==> src/logic/hpsd_pkg.sv <==
// constants shared by the host port and strap decode block
package hpsd_pkg;
  localparam int unsigned HPSD_CH = 8;
  localparam int unsigned HPSD_HREG_DEPTH = 8;
  localparam int unsigned HPSD_AVM_AW = 5;
  localparam int unsigned HPSD_EV_W = 4;
  ////////////////////////////////////////////////////////////////////////////////
  // avalon register byte offsets
  localparam logic [4:0] HPSD_OFS_STATUS = 5'h00;
  localparam logic [4:0] HPSD_OFS_MASK = 5'h04;
  localparam logic [4:0] HPSD_OFS_CTRL = 5'h08;
  localparam logic [4:0] HPSD_OFS_INFO = 5'h0c;
  localparam logic [4:0] HPSD_OFS_LOOP = 5'h10;
  // status and mask bit positions
  localparam int unsigned HPSD_EV_ALARM = 0;
  localparam int unsigned HPSD_EV_HWR = 1;
  localparam int unsigned HPSD_EV_HRD = 2;
  localparam int unsigned HPSD_EV_MODE = 3;
  // ctrl bit positions and reset values
  localparam int unsigned HPSD_CTRL_SYNC = 0;
  localparam logic [3:0] HPSD_MASK_RST = 4'h0;
  localparam logic HPSD_SYNC_RST = 1'h0;
  ////////////////////////////////////////////////////////////////////////////////
  // host-side register indices and global register fields
  localparam logic [7:0] HPSD_HA_GLOBAL = 8'h00;
  localparam logic [7:0] HPSD_HA_ALARM = 8'h01;
  localparam int unsigned HPSD_GIE_BIT = 0;
  localparam int unsigned HPSD_AUTO_ONES_BIT = 1;
  localparam logic [7:0] HPSD_HREG_RST = 8'h00;
  localparam logic [2:0] HPSD_SER_LAST = 3'h7;
  // loopback select codes
  localparam logic [1:0] HPSD_LB_NONE = 2'h0;
  localparam logic [1:0] HPSD_LB_ANALOG = 2'h1;
  localparam logic [1:0] HPSD_LB_REMOTE = 2'h2;
  localparam logic [1:0] HPSD_LB_DIGITAL = 2'h3;
  ////////////////////////////////////////////////////////////////////////////////
  // bit positions in the synchronised pin vector
  localparam int unsigned HPSD_SY_MODE = 0;
  localparam int unsigned HPSD_SY_SERPAR = 1;
  localparam int unsigned HPSD_SY_WR = 2;
  localparam int unsigned HPSD_SY_RD = 3;
  localparam int unsigned HPSD_SY_ALE = 4;
  localparam int unsigned HPSD_SY_CS = 5;
  localparam int unsigned HPSD_SY_RDY = 6;
  localparam int unsigned HPSD_SY_UPCLK = 7;
  localparam int unsigned HPSD_SY_ADDR = 8;
  localparam int unsigned HPSD_SY_DATA = 16;
  localparam int unsigned HPSD_SY_W = 24;
endpackage

==> src/logic/hpsd_sync.sv <==
// two flip-flop synchroniser for a vector of pin levels
module hpsd_sync #(
  parameter int unsigned W = 1
) (
  input wire logic i_mclk,
  input wire logic i_arst_n,
  input wire logic [W-1:0] i_d,
  output logic [W-1:0] o_q
);
  logic [W-1:0] meta_r;

  // bits are independent levels; a multi-bit pin group may skew by a cycle
  always_ff @(posedge i_mclk or negedge i_arst_n) begin
    if (!i_arst_n) begin
      meta_r <= '0;
      o_q <= '0;
    end else begin
      meta_r <= i_d;
      o_q <= meta_r;
    end
  end
endmodule

==> src/logic/hpsd_host_port.sv <==
// host port, strap decode and avalon register slave of the line interface unit
module hpsd_host_port
  import hpsd_pkg::*;
#(
  parameter int unsigned HREG_DEPTH = HPSD_HREG_DEPTH
) (
  input wire logic i_mclk,
  input wire logic i_arst_n,
  input wire logic i_mode_select_pin,
  input wire logic i_serial_parallel_select,
  input wire logic i_wr_n,
  input wire logic i_read_data_strobe_n,
  input wire logic i_ale,
  input wire logic i_cs_n,
  input wire logic i_rdy,
  input wire logic i_upclk,
  input wire logic [7:0] i_addr,
  input wire logic [7:0] i_data,
  input wire logic [HPSD_CH-1:0] i_los,
  input wire logic [HPSD_CH-1:0] i_alarm,
  input wire logic [HPSD_AVM_AW-1:0] i_avm_address,
  input wire logic i_avm_read,
  input wire logic i_avm_write,
  input wire logic [31:0] i_avm_writedata,
  input wire logic [3:0] i_avm_byteenable,
  output logic [31:0] o_avm_readdata,
  output logic o_avm_waitrequest,
  output logic o_irq,
  output logic [7:0] o_data,
  output logic o_data_oe,
  output logic o_rdy,
  output logic o_rdy_oe,
  output logic o_int_n,
  output logic o_int_n_oe,
  output logic [2*HPSD_CH-1:0] o_loop_code,
  output logic [HPSD_CH-1:0] o_lb_analog,
  output logic [HPSD_CH-1:0] o_lb_remote,
  output logic [HPSD_CH-1:0] o_lb_digital,
  output logic [4:0] o_equalizer_code,
  output logic o_auto_ones_on_los,
  output logic [HPSD_CH-1:0] o_line_tx_all_ones
);
  localparam int unsigned IW = $clog2(HREG_DEPTH);

  typedef enum logic [1:0] {HP_IDLE, HP_ACK, HP_SHIFT} hpsd_hp_type;

  logic [HPSD_SY_W-1:0] s;
  logic host_mode_r, serpar_r, upclk_d_r, ale_d_r, sync_mode_r, is_read_r;
  logic [1:0] settle_r;
  logic upclk_rise, ale_fall, upd, sel, wr_go, rd_go, rel, hit, rd_alarm, global_irq_enable, auto_sel;
  logic [7:0] addr_lat_r, rdata_r, rd_val;
  logic [7:0] hreg_r [HREG_DEPTH];
  logic [IW-1:0] hidx;
  logic [2:0] bit_cnt_r;
  logic [HPSD_CH-1:0] alarm_prev_r, alarm_chg_r, chg_set;
  hpsd_hp_type hp_state_r;
  logic [2*HPSD_CH-1:0] loop_pins;
  logic [4:0] eq_pins;
  logic [HPSD_EV_W-1:0] status_r, mask_r, ev;
  logic avm_req, avm_acc, stat_clr;
  logic [31:0] avm_val;

  ////////////////////////////////////////////////////////////////////////////////
  // pins cross into the clock domain before anything looks at them
  hpsd_sync #(.W(HPSD_SY_W)) u_sync (
    .i_mclk(i_mclk),
    .i_arst_n(i_arst_n),
    .i_d({i_data, i_addr, i_upclk, i_rdy, i_cs_n, i_ale, i_read_data_strobe_n, i_wr_n,
          i_serial_parallel_select, i_mode_select_pin}),
    .o_q(s)
  );

  always_ff @(posedge i_mclk or negedge i_arst_n) begin
    if (!i_arst_n) begin
      settle_r <= 2'h0;
      host_mode_r <= 1'b0;
      serpar_r <= 1'b0;
      upclk_d_r <= 1'b0;
      ale_d_r <= 1'b0;
    end else begin
      // synced pins read zero for two edges after reset; stay in hardware mode till valid
      settle_r <= {settle_r[0], 1'b1};
      host_mode_r <= settle_r[1] && !s[HPSD_SY_MODE];
      serpar_r <= s[HPSD_SY_SERPAR];
      upclk_d_r <= s[HPSD_SY_UPCLK];
      ale_d_r <= s[HPSD_SY_ALE];
    end
  end

  assign upclk_rise = s[HPSD_SY_UPCLK] && !upclk_d_r;
  assign ale_fall = ale_d_r && !s[HPSD_SY_ALE];

  ////////////////////////////////////////////////////////////////////////////////
  // host access decode
  assign upd = sync_mode_r ? upclk_rise : 1'b1;
  assign sel = host_mode_r && !s[HPSD_SY_CS] && upd;
  assign wr_go = (hp_state_r == HP_IDLE) && sel && !s[HPSD_SY_WR];
  assign rd_go = (hp_state_r == HP_IDLE) && sel && !s[HPSD_SY_RD] && s[HPSD_SY_WR];
  assign rel = s[HPSD_SY_CS] || (s[HPSD_SY_WR] && s[HPSD_SY_RD]);
  assign hit = addr_lat_r < 8'(HREG_DEPTH);
  assign hidx = addr_lat_r[IW-1:0];
  assign rd_alarm = rd_go && (addr_lat_r == HPSD_HA_ALARM);
  assign rd_val = (addr_lat_r == HPSD_HA_ALARM) ? alarm_chg_r : (hit ? hreg_r[hidx] : 8'h00);
  assign global_irq_enable = hreg_r[HPSD_HA_GLOBAL[IW-1:0]][HPSD_GIE_BIT];

  // latch only on the falling edge so a slow strobe still catches settled address
  always_ff @(posedge i_mclk or negedge i_arst_n) begin
    if (!i_arst_n) begin
      addr_lat_r <= 8'h00;
    end else if (host_mode_r && ale_fall) begin
      addr_lat_r <= s[HPSD_SY_ADDR +: 8];
    end
  end

  // the alarm index has no storage of its own; writes to it are dropped
  always_ff @(posedge i_mclk or negedge i_arst_n) begin
    if (!i_arst_n) begin
      for (int i = 0; i < HREG_DEPTH; i++) begin
        hreg_r[i] <= HPSD_HREG_RST;
      end
    end else if (wr_go && hit && (addr_lat_r != HPSD_HA_ALARM)) begin
      hreg_r[hidx] <= s[HPSD_SY_DATA +: 8];
    end
  end

  always_ff @(posedge i_mclk or negedge i_arst_n) begin
    if (!i_arst_n) begin
      hp_state_r <= HP_IDLE;
      rdata_r <= 8'h00;
      bit_cnt_r <= 3'h0;
      is_read_r <= 1'b0;
    end else if (!host_mode_r) begin
      hp_state_r <= HP_IDLE;
    end else begin
      case (hp_state_r)
        HP_IDLE: begin
          if (wr_go) begin
            is_read_r <= 1'b0;
            hp_state_r <= HP_ACK;
          end else if (rd_go) begin
            is_read_r <= 1'b1;
            rdata_r <= rd_val;
            bit_cnt_r <= HPSD_SER_LAST;
            hp_state_r <= serpar_r ? HP_SHIFT : HP_ACK;
          end
        end
        HP_SHIFT: begin
          if (s[HPSD_SY_CS]) begin
            hp_state_r <= HP_IDLE;
          end else if (upclk_rise) begin
            if (bit_cnt_r == 3'h0) begin
              hp_state_r <= HP_ACK;
            end else begin
              bit_cnt_r <= bit_cnt_r - 3'h1;
            end
          end
        end
        HP_ACK: begin
          if (rel) begin
            hp_state_r <= HP_IDLE;
          end
        end
        default: begin
          hp_state_r <= HP_IDLE;
        end
      endcase
    end
  end

  // pin drivers; in hardware mode the rdy and data pins stay inputs
  always_ff @(posedge i_mclk or negedge i_arst_n) begin
    if (!i_arst_n) begin
      o_rdy <= 1'b0;
      o_rdy_oe <= 1'b0;
      o_data <= 8'h00;
      o_data_oe <= 1'b0;
    end else begin
      o_rdy <= ((hp_state_r == HP_ACK) && !serpar_r) ||
               ((hp_state_r == HP_SHIFT) && rdata_r[bit_cnt_r]);
      o_rdy_oe <= host_mode_r && !s[HPSD_SY_CS];
      o_data <= rdata_r;
      o_data_oe <= host_mode_r && (hp_state_r == HP_ACK) && is_read_r && !serpar_r && !rel;
    end
  end

  ////////////////////////////////////////////////////////////////////////////////
  // alarm change status and open-drain interrupt pin
  assign chg_set = i_alarm ^ alarm_prev_r;

  // a change landing on the clearing read survives
  always_ff @(posedge i_mclk or negedge i_arst_n) begin
    if (!i_arst_n) begin
      alarm_prev_r <= '0;
      alarm_chg_r <= '0;
    end else begin
      alarm_prev_r <= i_alarm;
      alarm_chg_r <= (alarm_chg_r & ~(rd_alarm ? rd_val : 8'h00)) | chg_set;
    end
  end

  always_ff @(posedge i_mclk or negedge i_arst_n) begin
    if (!i_arst_n) begin
      o_int_n <= 1'b0;
      o_int_n_oe <= 1'b0;
    end else begin
      o_int_n <= 1'b0;
      o_int_n_oe <= host_mode_r && global_irq_enable && (|alarm_chg_r);
    end
  end

  ////////////////////////////////////////////////////////////////////////////////
  // hardware mode straps
  assign eq_pins = {s[HPSD_SY_RDY], s[HPSD_SY_CS], s[HPSD_SY_ALE], s[HPSD_SY_RD], s[HPSD_SY_WR]};
  assign auto_sel = host_mode_r ? hreg_r[HPSD_HA_GLOBAL[IW-1:0]][HPSD_AUTO_ONES_BIT]
                                : s[HPSD_SY_UPCLK];

  for (genvar c = 0; c < HPSD_CH / 2; c++) begin : g_pinmap
    assign loop_pins[2*c +: 2] = s[HPSD_SY_ADDR + 2*c +: 2];
    assign loop_pins[2*(c + 4) +: 2] = s[HPSD_SY_DATA + 6 - 2*c +: 2];
  end

  // straps are held when host mode is entered, so outputs never follow bus traffic
  always_ff @(posedge i_mclk or negedge i_arst_n) begin
    if (!i_arst_n) begin
      o_loop_code <= {HPSD_CH{HPSD_LB_NONE}};
      o_equalizer_code <= 5'h00;
    end else if (!host_mode_r && s[HPSD_SY_MODE]) begin
      o_loop_code <= loop_pins;
      o_equalizer_code <= eq_pins;
    end
  end

  for (genvar c = 0; c < HPSD_CH; c++) begin : g_lb
    always_ff @(posedge i_mclk or negedge i_arst_n) begin
      if (!i_arst_n) begin
        o_lb_analog[c] <= 1'b0;
        o_lb_remote[c] <= 1'b0;
        o_lb_digital[c] <= 1'b0;
      end else if (!host_mode_r && s[HPSD_SY_MODE]) begin
        o_lb_analog[c] <= loop_pins[2*c +: 2] == HPSD_LB_ANALOG;
        o_lb_remote[c] <= loop_pins[2*c +: 2] == HPSD_LB_REMOTE;
        o_lb_digital[c] <= loop_pins[2*c +: 2] == HPSD_LB_DIGITAL;
      end
    end
    AST_LOOP_DECODE: assert property (@(posedge i_mclk) disable iff (!i_arst_n)
      o_lb_remote[c] == (o_loop_code[2*c +: 2] == HPSD_LB_REMOTE) &&
      o_lb_digital[c] == (o_loop_code[2*c +: 2] == HPSD_LB_DIGITAL))
      else $error("loopback decode does not match loop code");
  end

  always_ff @(posedge i_mclk or negedge i_arst_n) begin
    if (!i_arst_n) begin
      o_auto_ones_on_los <= 1'b0;
      o_line_tx_all_ones <= '0;
    end else begin
      o_auto_ones_on_los <= auto_sel;
      o_line_tx_all_ones <= {HPSD_CH{auto_sel}} & i_los;
    end
  end

  ////////////////////////////////////////////////////////////////////////////////
  // avalon slave: one wait cycle, then one cycle with waitrequest low
  assign avm_req = i_avm_read || i_avm_write;
  assign avm_acc = avm_req && !o_avm_waitrequest;
  assign stat_clr = avm_acc && i_avm_read && (i_avm_address == HPSD_OFS_STATUS);
  assign ev = {settle_r[1] && (host_mode_r ^ !s[HPSD_SY_MODE]), rd_go, wr_go, |chg_set};

  always_comb begin
    avm_val = 32'h0000_0000;
    case (i_avm_address)
      HPSD_OFS_STATUS: avm_val[HPSD_EV_W-1:0] = status_r;
      HPSD_OFS_MASK: avm_val[HPSD_EV_W-1:0] = mask_r;
      HPSD_OFS_CTRL: avm_val[HPSD_CTRL_SYNC] = sync_mode_r;
      HPSD_OFS_INFO: avm_val[15:0] = {alarm_chg_r, o_equalizer_code, serpar_r, global_irq_enable,
                                      host_mode_r};
      HPSD_OFS_LOOP: avm_val[2*HPSD_CH-1:0] = o_loop_code;
      default: avm_val = 32'h0000_0000;
    endcase
  end

  always_ff @(posedge i_mclk or negedge i_arst_n) begin
    if (!i_arst_n) begin
      o_avm_waitrequest <= 1'b1;
      o_avm_readdata <= 32'h0000_0000;
    end else begin
      o_avm_waitrequest <= !(avm_req && o_avm_waitrequest);
      if (avm_req && o_avm_waitrequest) begin
        o_avm_readdata <= avm_val;
      end
    end
  end

  always_ff @(posedge i_mclk or negedge i_arst_n) begin
    if (!i_arst_n) begin
      mask_r <= HPSD_MASK_RST;
      sync_mode_r <= HPSD_SYNC_RST;
    end else if (avm_acc && i_avm_write && i_avm_byteenable[0]) begin
      if (i_avm_address == HPSD_OFS_MASK) begin
        mask_r <= i_avm_writedata[HPSD_EV_W-1:0];
      end
      if (i_avm_address == HPSD_OFS_CTRL) begin
        sync_mode_r <= i_avm_writedata[HPSD_CTRL_SYNC];
      end
    end
  end

  // only bits already shown to software are cleared, so nothing slips between
  always_ff @(posedge i_mclk or negedge i_arst_n) begin
    if (!i_arst_n) begin
      status_r <= '0;
      o_irq <= 1'b0;
    end else begin
      status_r <= (status_r & ~(stat_clr ? o_avm_readdata[HPSD_EV_W-1:0] : 4'h0)) | ev;
      o_irq <= |(status_r & mask_r);
    end
  end

  ////////////////////////////////////////////////////////////////////////////////
  AST_HW_PINS_IDLE: assert property (@(posedge i_mclk) disable iff (!i_arst_n)
    !host_mode_r |=> !o_data_oe && !o_rdy_oe)
    else $error("bus pins driven in hardware mode");
  AST_INT_NEEDS_GIE: assert property (@(posedge i_mclk) disable iff (!i_arst_n)
    o_int_n_oe |-> $past(global_irq_enable))
    else $error("interrupt without global enable");
  AST_INT_OPEN_DRAIN: assert property (@(posedge i_mclk) disable iff (!i_arst_n)
    o_int_n == 1'b0)
    else $error("interrupt pin driven high");
  AST_INT_ON_CHANGE: assert property (@(posedge i_mclk) disable iff (!i_arst_n)
    (chg_set != '0) ##1 (host_mode_r && global_irq_enable) |=> o_int_n_oe)
    else $error("alarm change did not pull interrupt low");
  AST_INT_RELEASE: assert property (@(posedge i_mclk) disable iff (!i_arst_n)
    rd_alarm && (chg_set == '0) |=> alarm_chg_r == '0 ##1 !o_int_n_oe || $past(chg_set) != '0)
    else $error("status read did not release interrupt");
  AST_ADDR_LATCH: assert property (@(posedge i_mclk) disable iff (!i_arst_n)
    host_mode_r && ale_fall |=> addr_lat_r == $past(s[HPSD_SY_ADDR +: 8]))
    else $error("address not latched on strobe");
  AST_RDY_PAR: assert property (@(posedge i_mclk) disable iff (!i_arst_n)
    wr_go && !serpar_r ##1 !serpar_r |=> o_rdy)
    else $error("ready missing after parallel write");
  AST_SYNC_QUAL: assert property (@(posedge i_mclk) disable iff (!i_arst_n)
    sync_mode_r && !upclk_rise && hp_state_r == HP_IDLE |=> hp_state_r == HP_IDLE)
    else $error("access taken without host clock edge");
  AST_EQ_PASS: assert property (@(posedge i_mclk) disable iff (!i_arst_n)
    !host_mode_r && s[HPSD_SY_MODE] |=> o_equalizer_code == $past(eq_pins))
    else $error("equalizer code not passed through");
  AST_ALL_ONES: assert property (@(posedge i_mclk) disable iff (!i_arst_n)
    (o_line_tx_all_ones & ~$past(i_los)) == '0 && (o_line_tx_all_ones == '0 || o_auto_ones_on_los))
    else $error("all ones sent without loss of signal");
  AST_READ_DRIVE: assert property (@(posedge i_mclk) disable iff (!i_arst_n)
    o_data_oe |-> $past(is_read_r) && $past(host_mode_r))
    else $error("data bus driven outside a read");
endmodule

==> config.mk <==
export PLATFORM = sky130hd
export DESIGN_NAME = hpsd_host_port
export DESIGN_NICKNAME = d
export VERILOG_FILES = /design/src/logic/hpsd_pkg.sv /design/src/logic/hpsd_sync.sv /design/src/logic/hpsd_host_port.sv
export SDC_FILE = /design/constraint.sdc
export NUM_CORES = 1
export LEC_CHECK = 0
export BUFFER_PORTS_ARGS = -buffer_cell sky130_fd_sc_hd__buf_4
export CAP_MARGIN = 20
export CORE_MARGIN = 2
export CORE_UTILIZATION = 35
export DETAILED_ROUTE_END_ITERATION = 7
export PLACE_DENSITY = 0.67
export SETUP_SLACK_MARGIN = 0.02
export SYNTH_ARGS = -nofsm -noshare
export SYNTH_HDL_FRONTEND = slang
export SYNTH_SLANG_ARGS = --single-unit
==> constraint.sdc <==
create_clock -name i_mclk -period 6.3 [get_ports i_mclk]
set_input_delay 0.315 -clock i_mclk [delete_from_list [all_inputs] [get_ports i_mclk]]
set_output_delay 0.315 -clock i_mclk [all_outputs]
set_load 0.005 [all_outputs]
# ---- Word level (Yosys, flattened, before mapping)
# Index checks and enable logic that the tools add are counted.
# W data, S select, Z words.
dict set report op_classes {
  n_eq_ne 41
  order_cmp 4
  reduce_logical 59
  n_addsub 1
  n_bitwise 12
  muxes 34
}
# cell n
set ops {}
lappend ops {{$bwmux W64} 1}
lappend ops {{$mux W8} 6}
lappend ops {{$eq A2 B2 Y1 const B} 17}
lappend ops {{$logic_and A1 B1 Y1} 31}
lappend ops {{$bmux W8 S3} 1}
lappend ops {{$demux W8 S3} 1}
lappend ops {{$pmux W12 S2} 1}
lappend ops {{$eq A2 B1 Y1 const B} 9}
lappend ops {{$and A8 B8 Y8} 2}
lappend ops {{$mux W2} 8}
lappend ops {{$reduce_or A8 Y1} 2}
lappend ops {{$mux W3} 5}
lappend ops {{$pmux W3 S4} 1}
lappend ops {{$logic_not A1 Y1} 11}
lappend ops {{$eq A5 B4 Y1 const B} 2}
lappend ops {{$ne A2 B2 Y1 const B} 5}
lappend ops {{$and A4 B4 Y4} 2}
lappend ops {{$eq A8 B1 Y1 const B} 1}
lappend ops {{$lt A8 B4 Y1 const B} 1}
lappend ops {{$ne A4 B3 Y1 const B} 2}
lappend ops {{$ne A8 B1 Y1 const B} 1}
lappend ops {{$not A8 Y8} 1}
lappend ops {{$or A8 B8 Y8} 1}
lappend ops {{$reduce_and A4 Y1} 2}
lappend ops {{29 further kinds} 37}
dict set report totals {
  out_inout_bits 101
  wordCells 212
  input_bits 85
  ff_bits 249
}

# ---- Longest topological paths before layout
dict set report depth {
  ltp_word 12
  ltp_mapped 8
  ltp_nobuf 6
}

# ---- By module
# From an unflattened synthesis, not the netlist that was laid out.
dict set report hier_totals {
  hier_cells 699
  area_unflattened_um2 9730.6
}
# module area_per_inst_um2 n_inst cells_each seq_area_each_um2
set modules_own_cells {}
lappend modules_own_cells {hpsd_host_port 8529.4 1 651 5031.1}
lappend modules_own_cells {hpsd_sync 1201.2 1 48 1201.2}

# ---- Least setup slack after synthesis
# OpenSTA, ideal clock, no wires.
dict set report synth_timing {
  kind {reg-to-reg}
  startpoint {reg addr_lat_r[7]}
  endpoint {reg hreg_r[0] (netlist bit)}
  required_ns 6.175
  arrival_time_ns 1.919
  setup_time_ns 0.125
  period_less_slack_ns 2.044
  n_path_buf 2
  path_slack_ns 4.256
  stages_incl_launch_ff 7
  path_cell_list {dfrtp_1 buf_6 nor4_4 o2111ai_2 or4_1 buf_6 mux2_4}
}
dict set report synth_between {
  elab_chain_cells 3
  word_cells_on_any_way 4
  cone_classes {1 x order compare; 1 x eq/ne; 2 x reduce/logical}
}
# item line
set synth_rtl {}
lappend synth_rtl {{start, declared} hpsd_host_port.sv:51} ;# logic [7:0] addr_lat_r, rdata_r, rd_val;
lappend synth_rtl {{start signal, assigned} hpsd_host_port.sv:111} ;# addr_lat_r <= s[HPSD_SY_ADDR +: 8];
lappend synth_rtl {{$lt A8 B4 Y1} hpsd_host_port.sv:100} ;# assign hit = addr_lat_r < 8'(HREG_DEPTH);
lappend synth_rtl {{$logic_and A1 B1 Y1} hpsd_host_port.sv:121} ;# end else if (wr_go && hit && (addr_lat_r != HPSD_HA_ALARM)) begin
lappend synth_rtl {{$logic_and A1 B1 Y1 (*)} hpsd_host_port.sv:121}
lappend synth_rtl {{end signal, assigned by index} hpsd_host_port.sv:122} ;# hreg_r[hidx] <= s[HPSD_SY_DATA +: 8];
lappend synth_rtl {{end, declared} hpsd_host_port.sv:52} ;# logic [7:0] hreg_r [HREG_DEPTH];
# Mark *: on every way between the ends. The rest lies on a longest branch, timed or not.
# A chain may end at the register's enable or synchronous reset.

# ---- Final worst setup path
dict set report layout_timing {
  startpoint {reg hp_state_r[1]}
  endpoint {reg hreg_r[23] (netlist bit)}
}
dict set report layout_between {
  elab_chain_cells 5
}
# item line
set layout_rtl {}
lappend layout_rtl {{start, declared} hpsd_host_port.sv:56} ;# hpsd_hp_type hp_state_r;
lappend layout_rtl {{start signal, assigned} hpsd_host_port.sv:144} ;# hp_state_r <= serpar_r ? HP_SHIFT : HP_ACK;
lappend layout_rtl {{$logic_not A2 Y1} hpsd_host_port.sv:97} ;# assign wr_go = (hp_state_r == HP_IDLE) && sel && !s[HPSD_SY_WR];
lappend layout_rtl {{$logic_and A1 B1 Y1 (2 in series)} hpsd_host_port.sv:97}
lappend layout_rtl {{$logic_and A1 B1 Y1 (2 in series)} hpsd_host_port.sv:121}
# No other way between the ends.

==> flow_summary.yaml <==
status:
  status: "finished clean"
layout:
  antenna_cells: 0
  synthToLayoutAreaGrowth_pct: 25.7
  fin_nets: 974
  drive_above_1_share_pct: 34.5
  instances_no_fill: 1284
timing:
  fin_crit_ns: 2.51
  setup_violations: 0
  fmax_ghz: 0.399
  setup_tns_ns: 0
  worst_pin_slew_ns: 0.967
  whs_ns: 0.0171
  rsz0062_at_grt: "false"
  fin_worst_skew_ns: 0.0134
  period_share_pct: 39.8
  hold_violations: 0
  slew_headroom_pct: 34.9
  slew_violations: 0
clocking:
  htree_levels: 1
  cts_tree: "built"
  cts-root-buf: "clkbuf_16"
  clk_pin_slew_ns: 0.07
  cts.sinks: 248
  insertion_delay_ns: 0.53
  cts_buffers: 26
  postCtsSetupBuffers: 0
  clk_path_buf_depth: 3
die:
  coreArea_sq_um: 27900
  io_pins: 186
  initial_utilization_pct: 35.7
  num_rows: 61
  dieHeight_um: 172
  die_area_sq_um: 29800
  die_w_um: 172
setup_path:
  cp.depth: 3
  r2r.worst_path.cells: 3
  cp-start-kind: "flop"
  end_kind: "flop"
  critPathKind: "flop to flop"
  cp_data_arrival_time_ns: 2.91
  cp_cell_sequence: "nor3_1 -> nand4_1 -> mux2_2"
  max_stage_delay_ns: 0.72
  critPathSlowestCell: "nor3_1"
  cp.required_ns: 6.70
  cpLargestDelayFamily: "simple AND/OR/NAND/NOR gates"
  critical_path_buf_inv_count: 0
  ff2ff_setup_slack_ns: 3.79
  path_max_fanout: 11
global_route:
  grt_max_degree: 126
  overflow: 0
  grt_pass1_wl_mm: 35.0
  grt.total_usage_pct: 15.2
  antenna_found_initial: 0
  grt_pass1_vias: 6251
route:
  ant_nets: 0
  drc: 0
  drtIter0Drc: 432
  routedWlPerCell_um: 17.3
  wirelength_mm: 22.2
  firstDrtPassIters: 5
  viasPerCell: 4.81
  vias: 6173
pwr:
  ir_drop_v: 0.000240
  p_leak_uw: 0.00575
  power.density_nw_per_um2: 306
synth:
  synthDistinctLibCells: 55
  avgSynthCellArea_sq_um: 13.7
  syn-instance-count: 726
  synth_top_area_cell: "dfrtp_1"
  yosysTopAreaCellShare_pct: 62.2
  synth-edff-count: 0
  ys_ff_latch: 248
  synthFlopType: "dfrtp_1"
  synthArstFlopShare_pct: 100
  yosys-top-cells-area: "dfrtp_1 62%, mux2_2 9.7%, mux4_2 3.9%, o21ai_0 2.9%, mux2i_1 2.1%"
  synth_area_sq_um: 9940
  seq_area_frac_synth_pct: 62.5
  yosysWarningCount: 0
place:
  place_hpwl_mm: 14.8
  placed_cells: 1197
  io_buffer_count: 137
  gp_congestion: 0.847
job:
  max_cap_viol_count: 0
hold_path:
  hold_class: "input port to flop"
  holdPathStages: 2
-- worst register-to-register path, delay by kind of cell, from the launching register on --
kind	cells	cell delay, ns
flops	1	0.49
mux	1	0.49
simple gates	2	1.42
-- registers in the layout (all words and copies together), names as in the netlist, 16 cells and up --
signal	flops
hreg_r	62
u_sync.meta_r	24
u_sync.o_q	24
o_avm_readdata	16
o_loop_code	16
-- power by group --
part	leakage [uW]	total, uW	internal, uW	switching [uW]
registers	0.00314	1820	1710	115
logic	0.00216	406	221	186
clock network	0.000449	1590	971	621
total	0.00575	3820	2900	922
-- path summary, 6_finish.rpt --
kind | start | endpoint
max | hp_state_r[1] | hreg_r[23]
min | i_los[0] | o_line_tx_all_ones[0]
max reg2reg | hp_state_r[1] | hreg_r[23]
min reg2reg | u_sync.meta_r[15] | u_sync.o_q[15]
max in group asynchronous | i_arst_n | alarm_chg_r[1]
min in group asynchronous | i_arst_n | u_sync.o_q[12]
-- cell type report --
type                    count  area [sq um]
fillers                  2493         15400
flip-flops and latches    248          6210
multi-input cells         385          3250
repair buffers            181          1480
clock buffers              38           807
well taps                 378           473
inverters                  44           165
clock inverters            10           111
-- stage by stage --
stage	utilization (%)	setup slack [ns]	power, uW	cell area (sq um)
3_3_place_gp	40.1	3.86	2220	11200
3_5_place_dp	40.1	3.81	2240	11200
2_1_floorplan	-	4.26	2030	10000
5_1_grt	44.8	3.67	3980	12500
6_report	44.8	3.79	3820	12500
4_1_cts	44.8	3.80	3850	12500
-- kinds of logic after synthesis --
kind of cell / Yosys count / synth area share (%)
flip-flops: 248 / 62.5
AO/OA/AOI/OAI: 103 / 6.54
XOR/XNOR: 8 / 0.705
multiplexers: 132 / 16.9
other: 2 / 0.0756
AND/OR/NAND/NOR: 121 / 7.44
adder cells (fa/ha/maj): 3 / 0.378
buffers and inverters: 109 / 5.47
-- cell usage after synthesis, drive strengths merged, types with 2 or more instances --
library cell	instances
a22oi	15
o22ai	2
xnor2	8
mux2i	21
nor4	16
mux2	94
dfrtp	247
a222oi	3
buf	34
nor2b	12
a211o	3
conb	2
a32o	2
a21oi	6
nand2	27
clkbuf	24
inv	44
and2b	2
dlygate4sd1	7
ha	3
nand3	10
nand3b	19
and4	3
or4	3
a211oi	4
nand4	4
nor2	4
nor3	8
mux4	17
a22o	2
o21ai	57
nand2b	6
-- timing repair --
action                    in CTS  in global routing
hold buffers                  38                  0
gates resized for setup        0                  0
hold endpoints to repair     161                  0
-- cell usage in the layout (no fill, tap or decap), types with 15 or more instances in the layout --
cell type	count
mux2_2	86
mux2i_1	21
conb_1	18
mux4_2	17
dlygate4sd3_1	38
clkbuf_16	27
nand2_1	27
inv_1	44
nand3b_1	19
a22oi_1	15
dfrtp_1	247
buf_4	140
o21ai_0	56
-- per-layer routing --
layer | part of all wire, % | up-vias | GRT usage [%]
met5 | 0 | - | 0
met1 | 45 | 3088 | 21.7
met4 | 2.3 | 0 | 4.49
li1 | - | 2852 | -
met3 | 6.2 | 35 | 2.72
met2 | 46 | 198 | 23.9
Power figures use the tool's default switching activity.
